**config.mk**
```make
export PLATFORM = sky130hd
export DESIGN_NAME = alc_regs
export DESIGN_NICKNAME = d
export VERILOG_FILES = /design/src/alc_pkg.sv /design/src/alc_timer.sv /design/src/alc_regs.sv
export VERILOG_INCLUDE_DIRS = /design/src
export SDC_FILE = /design/constraint.sdc
export NUM_CORES = 1
export LEC_CHECK = 0
export ABC_AREA = 1
export BUFFER_PORTS_ARGS = -buffer_cell sky130_fd_sc_hd__clkbuf_2
export CAP_MARGIN = 20
export CORE_MARGIN = 2
export CORE_UTILIZATION = 30
export CTS_BUF_LIST = sky130_fd_sc_hd__clkbuf_4
export DETAILED_ROUTE_END_ITERATION = 7
export GPL_TIMING_DRIVEN = 0
export PLACE_DENSITY = 0.49
export SLEW_MARGIN = 20
export SYNTH_ARGS = -nofsm -noshare
export SYNTH_HDL_FRONTEND = slang
export SYNTH_SLANG_ARGS = --single-unit
```
**constraint.sdc**
```tcl
create_clock -name core_clk_i -period 3.8 [get_ports core_clk_i]
set_input_delay 0.57 -clock core_clk_i [delete_from_list [all_inputs] [get_ports core_clk_i]]
set_output_delay 0.57 -clock core_clk_i [all_outputs]
set_load 0.05 [all_outputs]
```
**src/alc_defines.svh**
```systemverilog
// Purpose: Offsets, field positions, reset values and timing figures of the level control block
// Assumes: Register addresses are the 7-bit control port addresses
// Notes:   Definitions only
`ifndef ALC_DEFINES_SVH
`define ALC_DEFINES_SVH

`define ALC_ADDR_W           7
`define ALC_ADDR_MODE_CFG    7'h7B
`define ALC_ADDR_THR_TIMES   7'h7C
`define ALC_ADDR_RESTART     7'h7D

`define ALC_MODE_RST         8'h00
`define ALC_THR_RST          8'h00

`define ALC_RATE_POS         6
`define ALC_LIMIT_POS        4
`define ALC_RECOVERY_POS     2
`define ALC_POLICY_POS       1
`define ALC_ENABLE_POS       0
`define ALC_RSVD_POS         7
`define ALC_REC_THR_POS      5
`define ALC_ATK_THR_POS      3
`define ALC_REC_TIME_POS     1
`define ALC_ATK_TIME_POS     0

// Sample rates in kHz, samples per millisecond
`define ALC_RATE_96_KHZ      15'h0060
`define ALC_RATE_48_KHZ      15'h0030
`define ALC_RATE_32_KHZ      15'h0020

// Times in ms
`define ALC_ATK_SHORT_MS     15'h0001
`define ALC_ATK_LONG_MS      15'h0004
`define ALC_REC_32_MS        15'h0020
`define ALC_REC_64_MS        15'h0040
`define ALC_REC_128_MS       15'h0080
`define ALC_REC_256_MS       15'h0100

// Limited recovery step limits
`define ALC_LIMIT_3          5'h03
`define ALC_LIMIT_7          5'h07
`define ALC_LIMIT_15         5'h0F
`define ALC_LIMIT_31         5'h1F

// Threshold magnitudes in dB below full scale
`define ALC_ATK_THR_0_DB     8'h00
`define ALC_ATK_THR_1_DB     8'h01
`define ALC_ATK_THR_2_DB     8'h02
`define ALC_ATK_THR_4_DB     8'h04
`define ALC_REC_THR_2_DB     8'h02
`define ALC_REC_THR_3_DB     8'h03
`define ALC_REC_THR_4_DB     8'h04
`define ALC_REC_THR_6_DB     8'h06

`endif

```
**src/alc_pkg.sv**
```systemverilog
// Purpose: Types shared by the level control files
// Assumes: Field layout in alc_defines.svh
// Notes:   Struct field order mirrors the register bit order
package alc_pkg;

   typedef enum logic [1:0] {
      ALC_REC_NONE    = 2'h0,
      ALC_REC_NORMAL  = 2'h1,
      ALC_REC_LIMITED = 2'h2,
      ALC_REC_RSVD    = 2'h3
   } alc_recovery_e;

   typedef enum logic [1:0] {
      ALC_ST_OFF       = 2'h0,
      ALC_ST_RUN       = 2'h1,
      ALC_ST_EXHAUSTED = 2'h3
   } alc_state_e;

   typedef struct packed {
      logic [1:0]   adc_rate_select;
      logic [1:0]   recovery_count_limit;
      alc_recovery_e recovery_mode_select;
      logic         channel_detect_policy;
      logic         level_ctrl_enable;
   } alc_mode_cfg_s;

   typedef struct packed {
      logic         reserved;
      logic [1:0]   recovery_threshold;
      logic [1:0]   attack_threshold;
      logic [1:0]   recovery_time_select;
      logic         attack_time_select;
   } alc_thr_cfg_s;

endpackage

```
**src/alc_timer.sv**
```systemverilog
// Purpose: Counts sample ticks while a condition holds, pulses at target
// Assumes: tick_i is a one-cycle sample strobe on core_clk_i
// Notes:   Condition dropping restarts the count from zero
`timescale 1ns/1ps
`default_nettype none
module alc_timer #(
   parameter int CNT_W = 15
) (
   // Clock and reset
   input  wire logic             core_clk_i,
   input  wire logic             sys_rst_i,
   // Control
   input  wire logic             clr_i,
   input  wire logic             run_i,
   input  wire logic             tick_i,
   input  wire logic [CNT_W-1:0] target_i,
   // Result
   output logic                  done_o
);
   logic [CNT_W-1:0] cnt_q, cnt_d;
   logic             done_q, done_d;

   always_comb begin
      cnt_d  = cnt_q;
      done_d = 1'b0;
      if (clr_i || !run_i) begin
         cnt_d = '0;
      end else if (tick_i) begin
         if (cnt_q + CNT_W'(1) >= target_i) begin
            cnt_d  = '0;
            done_d = 1'b1;
         end else begin
            cnt_d = cnt_q + CNT_W'(1);
         end
      end
   end

   always_ff @(posedge core_clk_i) begin
      if (sys_rst_i) begin
         cnt_q  <= '0;
         done_q <= 1'b0;
      end else begin
         cnt_q  <= cnt_d;
         done_q <= done_d;
      end
   end

   assign done_o = done_q;
endmodule
`default_nettype wire

```
**src/alc_regs.sv**
```systemverilog
// Purpose: Control registers and gain control of the record channel level control
// Assumes: Channel levels arrive as dB below full scale, one strobe per ADC sample
// Notes:   Read data appears one cycle after the read strobe
`include "alc_defines.svh"
`timescale 1ns/1ps
`default_nettype none
module alc_regs
   import alc_pkg::*;
#(
   parameter int         TIME_SHIFT = 0,
   parameter logic [7:0] GAIN_MAX   = 8'hFF
) (
   // Clock and reset
   input  wire logic                  core_clk_i,
   input  wire logic                  sys_rst_i,
   // Control port
   input  wire logic                  wr_en_i,
   input  wire logic                  rd_en_i,
   input  wire logic [`ALC_ADDR_W-1:0] addr_i,
   input  wire logic [7:0]            wdata_i,
   output logic      [7:0]            rdata_o,
   // Level detectors
   input  wire logic                  sample_stb_i,
   input  wire logic [7:0]            left_level_i,
   input  wire logic [7:0]            right_level_i,
   // Gain control
   output logic      [7:0]            gain_reduction_o,
   output logic                       level_ctrl_active_o
);
   alc_mode_cfg_s mode_q, mode_d;
   alc_thr_cfg_s  thr_q, thr_d;
   alc_state_e    st_q, st_d;
   logic [7:0]    gain_q, gain_d;
   logic [4:0]    steps_q, steps_d;
   logic [7:0]    rdata_q, rdata_d;
   logic          active_q;

   logic          restart;
   logic [14:0]   khz, atk_ms, rec_ms, atk_target, rec_target;
   logic [7:0]    atk_mag, rec_mag;
   logic [4:0]    step_limit;
   logic          l_over, r_over, l_under, r_under, over, under;
   logic          atk_run, rec_run, timer_clr, atk_done, rec_done;

   // Register writes; any data on the restart address restarts
   assign restart = wr_en_i && (addr_i == `ALC_ADDR_RESTART);

   always_comb begin
      mode_d  = mode_q;
      thr_d   = thr_q;
      rdata_d = 8'h00;
      if (wr_en_i) begin
         if (addr_i == `ALC_ADDR_MODE_CFG) begin
            mode_d = alc_mode_cfg_s'(wdata_i);
         end else if (addr_i == `ALC_ADDR_THR_TIMES) begin
            thr_d          = alc_thr_cfg_s'(wdata_i);
            thr_d.reserved = 1'b0;
         end
      end
      if (rd_en_i) begin
         if (addr_i == `ALC_ADDR_MODE_CFG) begin
            rdata_d = mode_q;
         end else if (addr_i == `ALC_ADDR_THR_TIMES) begin
            rdata_d = thr_q;
         end else if (addr_i == `ALC_ADDR_RESTART) begin
            rdata_d = gain_q;
         end
      end
   end

   always_ff @(posedge core_clk_i) begin
      if (sys_rst_i) begin
         mode_q  <= alc_mode_cfg_s'(`ALC_MODE_RST);
         thr_q   <= alc_thr_cfg_s'(`ALC_THR_RST);
         rdata_q <= 8'h00;
      end else begin
         mode_q  <= mode_d;
         thr_q   <= thr_d;
         rdata_q <= rdata_d;
      end
   end

   // Field decoding into thresholds, times and limits
   always_comb begin
      // Reserved rate code falls back to 48 kHz rather than stalling timers
      case (mode_q.adc_rate_select)
         2'b00:   khz = `ALC_RATE_96_KHZ;
         2'b01:   khz = `ALC_RATE_48_KHZ;
         2'b10:   khz = `ALC_RATE_32_KHZ;
         default: khz = `ALC_RATE_48_KHZ;
      endcase
      case (mode_q.recovery_count_limit)
         2'b00:   step_limit = `ALC_LIMIT_3;
         2'b01:   step_limit = `ALC_LIMIT_7;
         2'b10:   step_limit = `ALC_LIMIT_15;
         default: step_limit = `ALC_LIMIT_31;
      endcase
      case (thr_q.recovery_threshold)
         2'b00:   rec_mag = `ALC_REC_THR_2_DB;
         2'b01:   rec_mag = `ALC_REC_THR_3_DB;
         2'b10:   rec_mag = `ALC_REC_THR_4_DB;
         default: rec_mag = `ALC_REC_THR_6_DB;
      endcase
      case (thr_q.attack_threshold)
         2'b00:   atk_mag = `ALC_ATK_THR_0_DB;
         2'b01:   atk_mag = `ALC_ATK_THR_1_DB;
         2'b10:   atk_mag = `ALC_ATK_THR_2_DB;
         default: atk_mag = `ALC_ATK_THR_4_DB;
      endcase
      case (thr_q.recovery_time_select)
         2'b00:   rec_ms = `ALC_REC_32_MS;
         2'b01:   rec_ms = `ALC_REC_64_MS;
         2'b10:   rec_ms = `ALC_REC_128_MS;
         default: rec_ms = `ALC_REC_256_MS;
      endcase
      atk_ms = thr_q.attack_time_select ? `ALC_ATK_LONG_MS : `ALC_ATK_SHORT_MS;
   end

   // Largest product is 256 ms at 96 kHz, fits 15 bits
   assign atk_target = 15'((atk_ms * khz) >> TIME_SHIFT);
   assign rec_target = 15'((rec_ms * khz) >> TIME_SHIFT);

   // Level above attack threshold: headroom at or under its magnitude
   assign l_over  = left_level_i <= atk_mag;
   assign r_over  = right_level_i <= atk_mag;
   assign l_under = left_level_i > rec_mag;
   assign r_under = right_level_i > rec_mag;

   always_comb begin
      if (mode_q.channel_detect_policy) begin
         over  = l_over && r_over;
         under = l_under || r_under;
      end else begin
         over  = l_over || r_over;
         under = l_under && r_under;
      end
   end

   assign timer_clr = restart || (st_q == ALC_ST_OFF) || !mode_q.level_ctrl_enable;
   assign atk_run   = over;
   assign rec_run   = under && !over;

   alc_timer #(
      .CNT_W (15)
   ) u_atk_timer (
      .core_clk_i (core_clk_i),
      .sys_rst_i  (sys_rst_i),
      .clr_i      (timer_clr),
      .run_i      (atk_run),
      .tick_i     (sample_stb_i),
      .target_i   (atk_target),
      .done_o     (atk_done)
   );

   alc_timer #(
      .CNT_W (15)
   ) u_rec_timer (
      .core_clk_i (core_clk_i),
      .sys_rst_i  (sys_rst_i),
      .clr_i      (timer_clr),
      .run_i      (rec_run),
      .tick_i     (sample_stb_i),
      .target_i   (rec_target),
      .done_o     (rec_done)
   );

   // Gain state machine
   always_comb begin
      st_d    = st_q;
      gain_d  = gain_q;
      steps_d = steps_q;
      if (restart || !mode_q.level_ctrl_enable) begin
         st_d    = ALC_ST_OFF;
         gain_d  = 8'h00;
         steps_d = 5'h00;
      end else begin
         case (st_q)
            ALC_ST_OFF: begin
               st_d = ALC_ST_RUN;
            end
            ALC_ST_RUN, ALC_ST_EXHAUSTED: begin
               if (atk_done) begin
                  // Attack wins over a coincident recovery step
                  if (gain_q != GAIN_MAX) begin
                     gain_d = gain_q + 8'h01;
                  end
                  steps_d = 5'h00;
                  st_d    = ALC_ST_RUN;
               end else if (rec_done && gain_q != 8'h00) begin
                  case (mode_q.recovery_mode_select)
                     ALC_REC_NORMAL: begin
                        gain_d = gain_q - 8'h01;
                     end
                     ALC_REC_LIMITED: begin
                        if (steps_q < step_limit) begin
                           gain_d  = gain_q - 8'h01;
                           steps_d = steps_q + 5'h01;
                           if (steps_q + 5'h01 == step_limit) begin
                              st_d = ALC_ST_EXHAUSTED;
                           end
                        end
                     end
                     default: begin
                        gain_d = gain_q;
                     end
                  endcase
               end
            end
            default: begin
               st_d = ALC_ST_OFF;
            end
         endcase
      end
   end

   always_ff @(posedge core_clk_i) begin
      if (sys_rst_i) begin
         st_q     <= ALC_ST_OFF;
         gain_q   <= 8'h00;
         steps_q  <= 5'h00;
         active_q <= 1'b0;
      end else begin
         st_q     <= st_d;
         gain_q   <= gain_d;
         steps_q  <= steps_d;
         active_q <= (st_d != ALC_ST_OFF);
      end
   end

   assign rdata_o             = rdata_q;
   assign gain_reduction_o    = gain_q;
   assign level_ctrl_active_o = active_q;
endmodule
`default_nettype wire

```
* Word-level counts from Yosys, hierarchy flattened *
Index checks and enable logic that the tools add are counted.

cells by class
  $add $sub $neg = 5
  multipliers = 2
  div/mod/pow operators = 0
  $lt $le $gt $ge = 7
  equality and inequality tests = 20
  shift operators = 0
  muxes and demuxes = 31
  bitwise logic cells = 3
  reduce and logical (&&, ||, !) cells = 38

operator list
  operator                                                         count
  8-bit two-way mux                                                7
  15-bit by 1-bit adder with 15-bit output, second input constant  2
  15-bit greater-or-equal comparator                               2
  15-bit two-way mux                                               2
  9-bit one-hot mux with 3 select lines                            1
  7-bit == test, second input constant                             3
  5-bit two-way mux                                                4
  3-bit one-hot mux with 3 select lines                            2
  8-bit > comparator                                               2
  8-bit less-or-equal comparator                                   2
  8-bit one-hot mux with 2 select lines                            1
  15-bit by 15-bit multiplier with 15-bit output                   1
  3-bit by 15-bit multiplier with 15-bit output                    1
  5-bit one-hot mux with 3 select lines                            1
  2-bit == test, second input constant                             7
  7-bit one-hot mux with 2 select lines                            1
  2-bit by 1-bit == test with 1-bit output, second input constant  6
  2-bit zero test                                                  6
  2-bit two-way mux                                                6
  2-bit OR reduction                                               5
  8-bit by 1-bit adder with 8-bit output, second input constant    1
  8-bit != test, second input constant                             1
  2-bit nonzero test                                               4
  8-bit nonzero test                                               1
  19 further kinds                                                 37

word-level totals
  flip-flop bits (word level) = 71
  latch bits = 0
  RAM bits = 0
  ROM bits = 0
  word-level logic and storage cells = 124
  memories kept = 0

* Depth between registers and ports, before layout *
Gate-level depths: netlist (run 1).

  depth after elaboration = 11
  depth in mapped cells = 19
  depth with buffers taken out = 18

* By module *
A second synthesis (run 1) with hierarchy kept.

unflattened totals
  cells, all modules = 856
  area total of the unflattened synthesis = 5728.0 µm²

modules (own cells, without submodules)
  module                    instances  cells an instance  area an instance (µm²)
  alc_regs                  1          428                2885.3
  alc_timer at u_rec_timer  1          208                1430.1
  alc_timer at u_atk_timer  1          220                1412.6

* Worst setup path before layout (run 1) *
No wires, ideal clock.

  path kind = reg2reg
  start = register mode_q[6] (netlist bit)
  end = register u_rec_timer.cnt_q[11]
  library setup time = 0.117 ns
  data arrival time = 3.162 ns
  required time = 3.683 ns
  slack = 0.521 ns
  cell stages (with the launch flop) = 17
  buffers on the path = 0
  period minus slack after synthesis = 3.279 ns
  cells stage by stage = dfxtp_1 > nor2_1 > inv_1 > nor2_1 > fa_1 > ha_1 > ha_1 > ha_1 > xnor2_1 > xor2_1 > ha_1 > nand2_1 > or2_2 > nand4_1 > nor2_1 > a22oi_1 > nor2_1

on the way
  longest elaborated chain between the ends = 5
  elaborated cells between the ends (all ways) = 6
  classes of those cells = mul (1); order compare (1); eq/ne (1); mux (2); reduce/logical (1)

RTL lines
  element                                                  RTL line         RTL
  start: declaration                                       alc_regs.sv:30   alc_mode_cfg_s mode_q, mode_d;
  start signal: assignment                                 alc_regs.sv:73   mode_q <= alc_mode_cfg_s'(`ALC_MODE_RST);
  start signal: assignment                                 alc_regs.sv:77   mode_q <= mode_d;
  2-bit == test / 2-bit zero test (equally long branches)  alc_regs.sv:86   case (mode_q.adc_rate_select)
  7-bit one-hot mux with 2 select lines *                  alc_regs.sv:86
  15-bit by 15-bit multiplier with 15-bit output *         alc_regs.sv:121  assign rec_target = 15'((rec_ms * khz) >> TIME_SHIFT);
  15-bit greater-or-equal comparator *                     alc_timer.sv:29  if (cnt_q + CNT_W'(1) >= target_i) begin
  15-bit two-way mux *                                     alc_timer.sv:29
  end signal: assignment                                   alc_timer.sv:43  cnt_q <= cnt_d;
  end: declaration                                         alc_timer.sv:20  logic [CNT_W-1:0] cnt_q, cnt_d;

Every way passes the cells marked *; elsewhere a longest branch is shown, timed or not.
A chain may end at the register's enable or synchronous reset.

* Final worst setup path (run 1) *
  start = register mode_q[6] (netlist bit)
  end = register u_rec_timer.cnt_q[12]

Same word-level chain as after synthesis.

==> results of run 1 <==
## cell usage in the layout (no fill, tap or decap), drive strengths merged, types with 9 or more instances in the layout
master,n
o21ai,33
xor2,21
nand2,148
a21oi,44
clkbuf,65
nor2,94
nand3,50
xnor2,9
nor3,21
dfxtp,71
buf,10
nand4,17
ha,47
inv,104
## repair_timing
action / CTS / global route
endpoints found under the setup margin: 7 / 14
pin swaps: 0 / 5
buffers inserted: 0 / 4
gates resized for setup: 2 / 18
## registers in the layout, summed over array words and instances, names as in the netlist
| name | count |
|---|---|
| u_atk_timer.cnt_q | 15 |
| u_rec_timer.cnt_q | 15 |
| gain_reduction_o | 8 |
| mode_q | 8 |
| rdata_o | 8 |
| thr_q | 7 |
| steps_q | 5 |
| st_q | 2 |
| level_ctrl_active_o | 1 |
| u_atk_timer.done_o | 1 |
| u_rec_timer.done_o | 1 |
## synth_stat cells (all sizes together)
cell    count
nand4      17
o21a        3
nor4        2
dfxtp      71
or2         3
o211ai      1
nor2       94
a21o        2
a31oi       2
conb        1
nand3      50
clkbuf      5
nand2     148
a21oi      44
and2        1
xor2       21
buf         6
a211oi      5
xnor2       9
a22oi       6
o221ai      6
o21bai      2
nor3       21
o21ai      33
fa          3
ha         47
inv       104
## worst max-delay path: stages, from the launching register on
cell,delay [ns]
dfxtp_4,0.39
nor2_4,0.13
inv_1,0.09
nor3_1,0.18
ha_1,0.27
ha_1,0.29
ha_1,0.29
ha_1,0.20
xnor2_1,0.16
xor2_1,0.23
ha_1,0.28
nand2_1,0.07
nor2_1,0.05
o21ai_0,0.10
nand4_1,0.23
nor2_4,0.25
a22oi_1,0.10
nor2_1,0.11
## per-layer routing
layer | track usage, % | share of wire (%) | vias to the layer above
li1 | - | - | 2452
met3 | 3.383 | 3.1 | 14
met1 | 19.87 | 49 | 2049
met2 | 25.01 | 46 | 65
met5 | 0 | 0 | -
met4 | 3.804 | 1.3 | 0
## kinds of logic after synthesis
group,synth area share (%)
simple gates,31.10
buf+inv,9.116
compound gates,12.10
flops,29.01
fa+ha+maj,13.23
xor+xnor,5.363
other cells,0.07654
## layout make-up
type	instances	area share, %
multi-input cells	521	54.30
flip-flops and latches	71	25.28
inverters	104	6.895
repair buffers	55	5.039
well taps	216	4.773
clock inverters	6	1.525
clock buffers	9	1.193
plain buffers	11	0.9945
## path summary, 6_finish.rpt
| kind | from | endpoint | slack (ns) | cells past startpoint |
|---|---|---|---|---|
| hold reg to reg | st_q[1] | st_q[0] | 0.47 | 1 |
| setup / recovery | mode_q[6] | u_rec_timer.cnt_q[12] | 0.30 | 17 |
| setup reg to reg | mode_q[6] | u_rec_timer.cnt_q[12] | 0.30 | 17 |
| hold / removal | wdata_i[1] | thr_q[1] | 0.35 | 3 |
## through the flow
step | TNS [ns] | cell area [um^2] | worst slack, ns | cells | util (%)
after floorplan | 0 | 4900 | 0.5210 | 707 | -
after global placement | -0.5599 | 5425 | -0.1237 | 974 | 34.03
after detailed placement | -0.5746 | 5425 | -0.09301 | 974 | 34.03
after CTS | 0 | 5584 | 0.09227 | 989 | 35.03
after global routing | -0.09574 | 5662 | -0.03273 | 993 | 35.51
final | 0 | 5662 | 0.3018 | 993 | 35.51
## report_power, final
part / switching, W / internal (W) / total, W
combinational: 0.0000466 / 0.0000286 / 0.0000752
clock: 0.000292 / 0.000262 / 0.000554
sequential: 0.000000678 / 0.000743 / 0.000744
==> flow_summary.ini, run 1 <==
[synthesis]
synth_area_leader_cell = dfxtp_1
synth_area_leaders = dfxtp_1 29%, ha_1 12%, nand2_1 11%, inv_1 7.5%, nor2_1 6.7%
synth_area_um2 = 4900
synth_cell_types = 36
synth_top_area_share_pct = 29.01
synth_cells = 707
post_synth.cell_area_avg_um2 = 6.930
ys_ff_latch = 71
synth_nets = 793
ys_seq_area_share_pct = 29.01
yosys_warnings = 0

[sta]
setup_viol_count_final = 0
final_hold_viol_count = 0
period_needed_ns = 3.498
slew_viol_final = 0
relSlewSlack_pct = 59.58
finalCritPeriodShare_pct = 92.06
worst_slew_pin_slew_ns = 0.6064
holdWs_ns = 0.3512
clock.fmax_mhz = 285.9
skew_ns = 0.01381

[cells_and_area]
nFillCells = 1798
seq_area_um2 = 1431
drive_above_1_share_pct = 15.70
fin_nets = 859
multiInputGateArea_um2 = 3074
area_growth_pct = 15.55
antenna_cells = 0

[clock_network]
cts-htree-levels = 3
clockBufferDepth = 2
clock_latency_ns = 0.44
hold_buffers = 0
clk_pin_slew_ns = 0.13
clock-sinks = 71
cts_buffers = 9
cts_root_buf = clkbuf_4
cts_tree = built

[placed_design]
port_buffers = 51
dp_hpwl_mm = 9.757
gp_congestion = 0.8024

[worst_setup_path]
cp-start-kind = flip-flop
worstPathRequired_ns = 4.18
arrival_ns = 3.87
worstSetupPathType = reg2reg
worstSetupEndpointType = flip-flop
cp_max_fo = 7

[detailed_routing]
drt_pass1_iterations = 4
drt-vias-per-instance = 4.612
final_antenna_net_count = 0
drc = 0
wl_mm = 12.43
post_drt_wl_per_cell_um = 12.51
drtIter0Drc = 263
vias = 4580

[power]
power_density_nw_per_um2 = 242.6
leakage_nw = 2.453
total_power_w = 0.001373
ir_drop_uv = 154.2

[die]
die_x_um = 131.8
core_um2 = 15940
die_h_um = 131.8
rows = 46
dieArea_um2 = 17370
ios = 53
start_util_pct = 30.73

[status]
status = finished, final reports clean

[run]
max-cap-violations = 0

[global_route]
grt.total_usage_pct = 15.08
grt_pass1_wl_mm = 21.67
grt_pass1_vias = 4483
grt-ovfl-total = 0
grt_start_max_net_pins = 16
antenna_found_initial = 0

[min_path]
hold_path.class = in2reg
Note: power is estimated with default switching activity, not from simulation.
==> inputs of run 2 (changes only) <==
Settings changed: CTS_BUF_LIST sky130_fd_sc_hd__clkbuf_4 to sky130_fd_sc_hd__clkbuf_4 sky130_fd_sc_hd__clkbuf_8.
==> run 2 against run 1 <==
Critical path depth decreased by 1. Sequential power about the same. Clock power grew 21%. Sequential share of layout area is 0.28 points lower. Clock-buffer cell count stayed put. Largest cell class unchanged. Highest routed layer unchanged.
==> flow_summary.ini, run 2 (synthesis results as in run 1) <==
[cells_and_area]
final_cell_mix = 136 x nand2_1, 97 x inv_1, 84 x nor2_1, 67 x dfxtp_1, 51 x clkbuf_2
fin_nets = 859
utilization_pct = 35.79
layoutNonFillerInstCount = 993
reg.largest.list = u_atk_timer.cnt_q (15), u_rec_timer.cnt_q (15)
area_growth_pct = 16.45
drive_above_1_share_pct = 15.57
final_common_cell = nand2_1
antenna_cells = 0

[sta]
skew_ns = 0.009516
clock.fmax_mhz = 287.1
final_hold_viol_count = 0
relSlewSlack_pct = 59.60
holdWs_ns = 0.4411
setup_viol_count_final = 0
slew_viol_final = 0
fin_setup_tns_ns = 0
worst_slew_pin_slew_ns = 0.6060
finalCritPeriodShare_pct = 91.65
period_needed_ns = 3.483

[die]
die_h_um = 131.8
ios = 53
core_um2 = 15940
die_x_um = 131.8
rows = 46
start_util_pct = 30.73
dieArea_um2 = 17370

[clock_network]
clockBufferDepth = 2
clock-sinks = 71
cts-htree-levels = 3
hold_buffers = 0
clock_latency_ns = 0.36
clk_pin_slew_ns = 0.08
cts_buffers = 9
cts_root_buf = clkbuf_8
cts_tree = built

[worst_setup_path]
crit_path_start = mode_q[6]
cp_max_fo = 7
cp-start-kind = flip-flop
worstSetupEndpointType = flip-flop
timing.rr.start = mode_q[6]
arrival_ns = 3.78
worstPathRequired_ns = 4.09
worstSetupPathType = reg2reg

[global_route]
antenna_found_initial = 0
grt.total_usage_pct = 15.03
grt-ovfl-total = 0
grt_pass1_vias = 4480
grt_start_max_net_pins = 16
grt_pass1_wl_mm = 21.62

[detailed_routing]
post_drt_wl_per_cell_um = 12.52
wl_mm = 12.43
drt-vias-per-instance = 4.604
drt_pass1_iterations = 4
vias = 4572
drtIter0Drc = 253
drc = 0
final_antenna_net_count = 0

[placed_design]
gp_congestion = 0.8024
port_buffers = 51
dp_cells = 974
dp_hpwl_mm = 9.757

[power]
ir_drop_uv = 141.1
leakage_nw = 2.473
power_density_nw_per_um2 = 261.4

[min_path]
worstHoldStart = wdata_i[1]
hold_path.class = in2reg

[status]
status = finished, final reports clean

[run]
max-cap-violations = 0
## run 2: cell counts in the layout (fill, tap and decap cells not counted)
Identical to the previous run, type by type.
## run 2: stage by stage
step           instance area, um^2  power (W)  setup WS [ns]
2_1_floorplan                 4900  0.0007991         0.5210
3_3_place_gp                  5425  0.0008365        -0.1237
3_5_place_dp                  5425  0.0008363       -0.09301
4_1_cts                       5640   0.001509        0.09523
5_1_grt                       5705   0.001557       -0.02167
6_report                      5705   0.001491         0.3175
## run 2: what timing repair did
action,4_1_cts,5_1_grt
setup buffers,0,4
gates cloned,0,0
pin swaps,0,5
resized for setup,2,13
setup endpoints to repair,7,14
## run 2: path summary, 6_finish.rpt
kind,endpoint,slack (ns),cells past startpoint
hold reg to reg,st_q[0],0.47,1
setup reg to reg,u_rec_timer.cnt_q[0],0.32,16
setup / recovery,u_rec_timer.cnt_q[0],0.32,16
hold / removal,thr_q[1],0.44,3
## run 2: power breakdown
part | switching [W] | total (W) | internal [W]
Clock | 0.000307 | 0.000671 | 0.000365
Combinational | 0.0000467 | 0.0000752 | 0.0000285
Sequential | 0.000000649 | 0.000744 | 0.000744
## run 2: routing by layer
| metal | wire length [um] | up-vias | global-route usage (%) | share of wire [%] |
|---|---|---|---|---|
| met3 | 371 | 16 | 3.268 | 3.0 |
| met5 | 0 | - | 0 | 0 |
| met1 | 6223 | 2050 | 19.82 | 50 |
| met4 | 172 | 0 | 3.804 | 1.4 |
| li1 | - | 2444 | - | - |
| met2 | 5663 | 62 | 25.01 | 46 |
## run 2: worst max-delay path, stage by stage (launching register included)
cell and delay [ns]:
dfxtp_2 0.39, inv_1 0.14, nor2_1 0.16, fa_1 0.44
ha_1 0.21, ha_1 0.27, ha_1 0.20, xnor2_1 0.16
xor2_1 0.23, ha_1 0.28, nand2_1 0.07, nor2_1 0.05
o21ai_0 0.10, nand4_1 0.23, nor2_4 0.25, o21ai_0 0.12
nor2_1 0.11
## run 2: final cells by class
cell class | count | area [um^2]
Tap cell | 216 | 270.3
Sequential cell | 71 | 1426
Multi-Input combinational cell | 521 | 3067
Buffer | 11 | 56.30
Fill cell | 1789 | 10240
Clock inverter | 6 | 86.33
Inverter | 104 | 390.4
Clock buffer | 9 | 123.9
Timing Repair Buffer | 55 | 285.3
==> inputs of run 3 (changes only) <==
Settings changed: REMOVE_ABC_BUFFERS set to 1.
==> run 3 against run 2 <==
Clock-buffer cell count unchanged. Clock power fell by 10%. Via count shrank 1.6%. Non-clock buffer count fell by 12. Global-route usage down 0.26 points. Highest routed layer unchanged.
==> flow_summary.ini, run 3 (synthesis results as in run 1) <==
[detailed_routing]
final_antenna_net_count = 0
drc = 0
post_drt_wl_per_cell_um = 12.43
wl_mm = 12.21
drtIter0Drc = 209
vias = 4497
drt-vias-per-instance = 4.579
drt_pass1_iterations = 4

[placed_design]
dp_hpwl_mm = 9.433
dpl_cell_area_um2 = 5374
gp_congestion = 0.7844
port_buffers = 52
dp_cells = 964

[cells_and_area]
final_common_cell = nand2_1
layoutNonFillerInstCount = 982
area_growth_pct = 14.53
drive_above_1_share_pct = 15.01
fin_nets = 847
reg.largest.list = u_atk_timer.cnt_q (15), u_rec_timer.cnt_q (15)
antenna_cells = 0
final_cell_area_um2 = 5612
nFillCells = 1778
final_cell_mix = 136 x nand2_1, 96 x inv_1, 84 x nor2_1, 68 x dfxtp_1, 52 x clkbuf_2

[worst_setup_path]
reg2reg_depth = 17
worstSetupEndpointType = flip-flop
arrival_ns = 3.72
cp_max_fo = 7
path_delay_family = adder cells
cpMostUsedCell = ha_1
path_cells = nor2_4 > inv_1 > nor2_2 > fa_1 > ha_1 > ha_1 > ha_1 > xnor2_1 > xor2_1 > ha_1 > nand2_1 > nor2_1 > o21ai_1 > nand4_1 > nor2_4 > a22oi_1 > nor2_1
reg2reg_slack_ns = 0.38
cp-start-kind = flip-flop
slowest_stage = dfxtp_1
worstSetupPathType = reg2reg
r2r_end = u_rec_timer.cnt_q[9]
timing.rr.start = mode_q[7]
worstPathRequired_ns = 4.11
max_stage_delay_ns = 0.46
crit_buf_inv = 1
crit_cells = 17

[die]
dieArea_um2 = 17370
ios = 53
core_um2 = 15940
die_x_um = 131.8
start_util_pct = 30.73
rows = 46
die_h_um = 131.8

[global_route]
grt_start_max_net_pins = 29
grt_pass1_wl_mm = 21.21
grt-ovfl-total = 0
grt.total_usage_pct = 14.77
grt_pass1_vias = 4338
antenna_found_initial = 0

[min_path]
worstHoldStart = rd_en_i
hold_depth = 3
hold_path.class = in2reg
holdPathEnd = rdata_o[7]

[power]
switching_share_pct = 27.96
power_density_nw_per_um2 = 253.0
leakage_nw = 2.427
ir_drop_uv = 117.2
clkPwrFrac_pct = 42.5
switchingPower_w = 0.0003969
p_int_w = 0.001023
p_comb_share_pct = 5.0
p_seq_share_pct = 52.4

[clock_network]
hold_buffers = 0
clockBufferDepth = 2
clk_pin_slew_ns = 0.09
cts_tree = built
clock-sinks = 71
clock_latency_ns = 0.37
cts_buffers = 9
cts_root_buf = clkbuf_8
cts-htree-levels = 3

[sta]
relSlewSlack_pct = 53.06
worst_slew_pin_slew_ns = 0.7019
finalCritPeriodShare_pct = 89.90
final_hold_viol_count = 0
setup_viol_count_final = 0
clock.fmax_mhz = 292.7
period_needed_ns = 3.416
skew_ns = 0.01098
slew_viol_final = 0

[run]
max-cap-violations = 0

[status]
status = finished, final reports clean
-- run 3: power by group through the flow --
stage | clock [W] | combinational [W] | sequential, W
final | 0.000604 | 0.0000712 | 0.000745
after global routing | 0.000648 | 0.0000823 | 0.000745
after CTS | 0.000627 | 0.0000713 | 0.000745
after detailed placement | 0 | 0.0000707 | 0.000762
after global placement | 0 | 0.0000707 | 0.000762
after floorplan | 0 | 0.0000322 | 0.000762
-- run 3: cell type report --
class	count	area [um^2]	area share, %
Inverter	104	390.4	6.957
Tap cell	216	270.3	4.816
Timing Repair Buffer	54	275.3	4.905
Clock inverter	7	62.56	1.115
Clock buffer	9	123.9	2.207
Multi-Input combinational cell	521	3064	54.60
Sequential cell	71	1425	25.40
-- run 3: worst max-delay path by stage --
stage	startpoint	end	slack (ns)
global route	mode_q[7]	u_rec_timer.cnt_q[9]	-0.01
finish	mode_q[7]	u_rec_timer.cnt_q[9]	0.38
detailed placement	mode_q[7]	u_rec_timer.cnt_q[0]	-0.02
CTS	mode_q[7]	u_rec_timer.cnt_q[8]	0.03
global placement	mode_q[7]	u_rec_timer.cnt_q[9]	-0.05
floorplan	mode_q[6]	u_rec_timer.cnt_q[11]	0.51
-- run 3: what timing repair did --
| item | CTS | global route |
|---|---|---|
| endpoints found under the setup margin | 7 | 16 |
| setup buffers | 0 | 2 |
| cloned | 0 | 0 |
| pin swaps | 0 | 3 |
| resized for setup | 1 | 14 |
| endpoints found under the hold margin | 0 | 0 |
-- run 3: through the flow --
| step | worst slack, ns | util, % | power, W | TNS (ns) | hold WS, ns |
|---|---|---|---|---|---|
| after floorplan | 0.5064 | - | 0.0007942 | 0 | 0.4333 |
| after global placement | -0.04881 | 33.71 | 0.0008328 | -0.2008 | 0.4523 |
| after detailed placement | -0.02304 | 33.71 | 0.0008328 | -0.03921 | 0.4552 |
| after CTS | 0.03342 | 34.89 | 0.001443 | 0 | 0.4335 |
| after global routing | -0.009944 | 35.20 | 0.001475 | -0.009944 | 0.4478 |
| final | 0.3837 | 35.20 | 0.001420 | 0 | 0.4480 |
-- run 3: metal layers --
layer | up-vias | track usage [%] | share of wire, %
met5 | - | 0 | 0
met4 | 0 | 4.046 | 1.4
met3 | 10 | 2.999 | 3.2
met2 | 58 | 24.05 | 45
met1 | 2007 | 19.92 | 51
li1 | 2422 | - | -
-- run 3: worst register-to-register path, delay by kind of cell, from the launching register on --
kind	cells	cell delay [ns]
fa+ha+maj	5	1.42
simple gates	7	0.83
flops	1	0.46
xor+xnor	2	0.36
compound gates	2	0.21
buf+inv	1	0.08
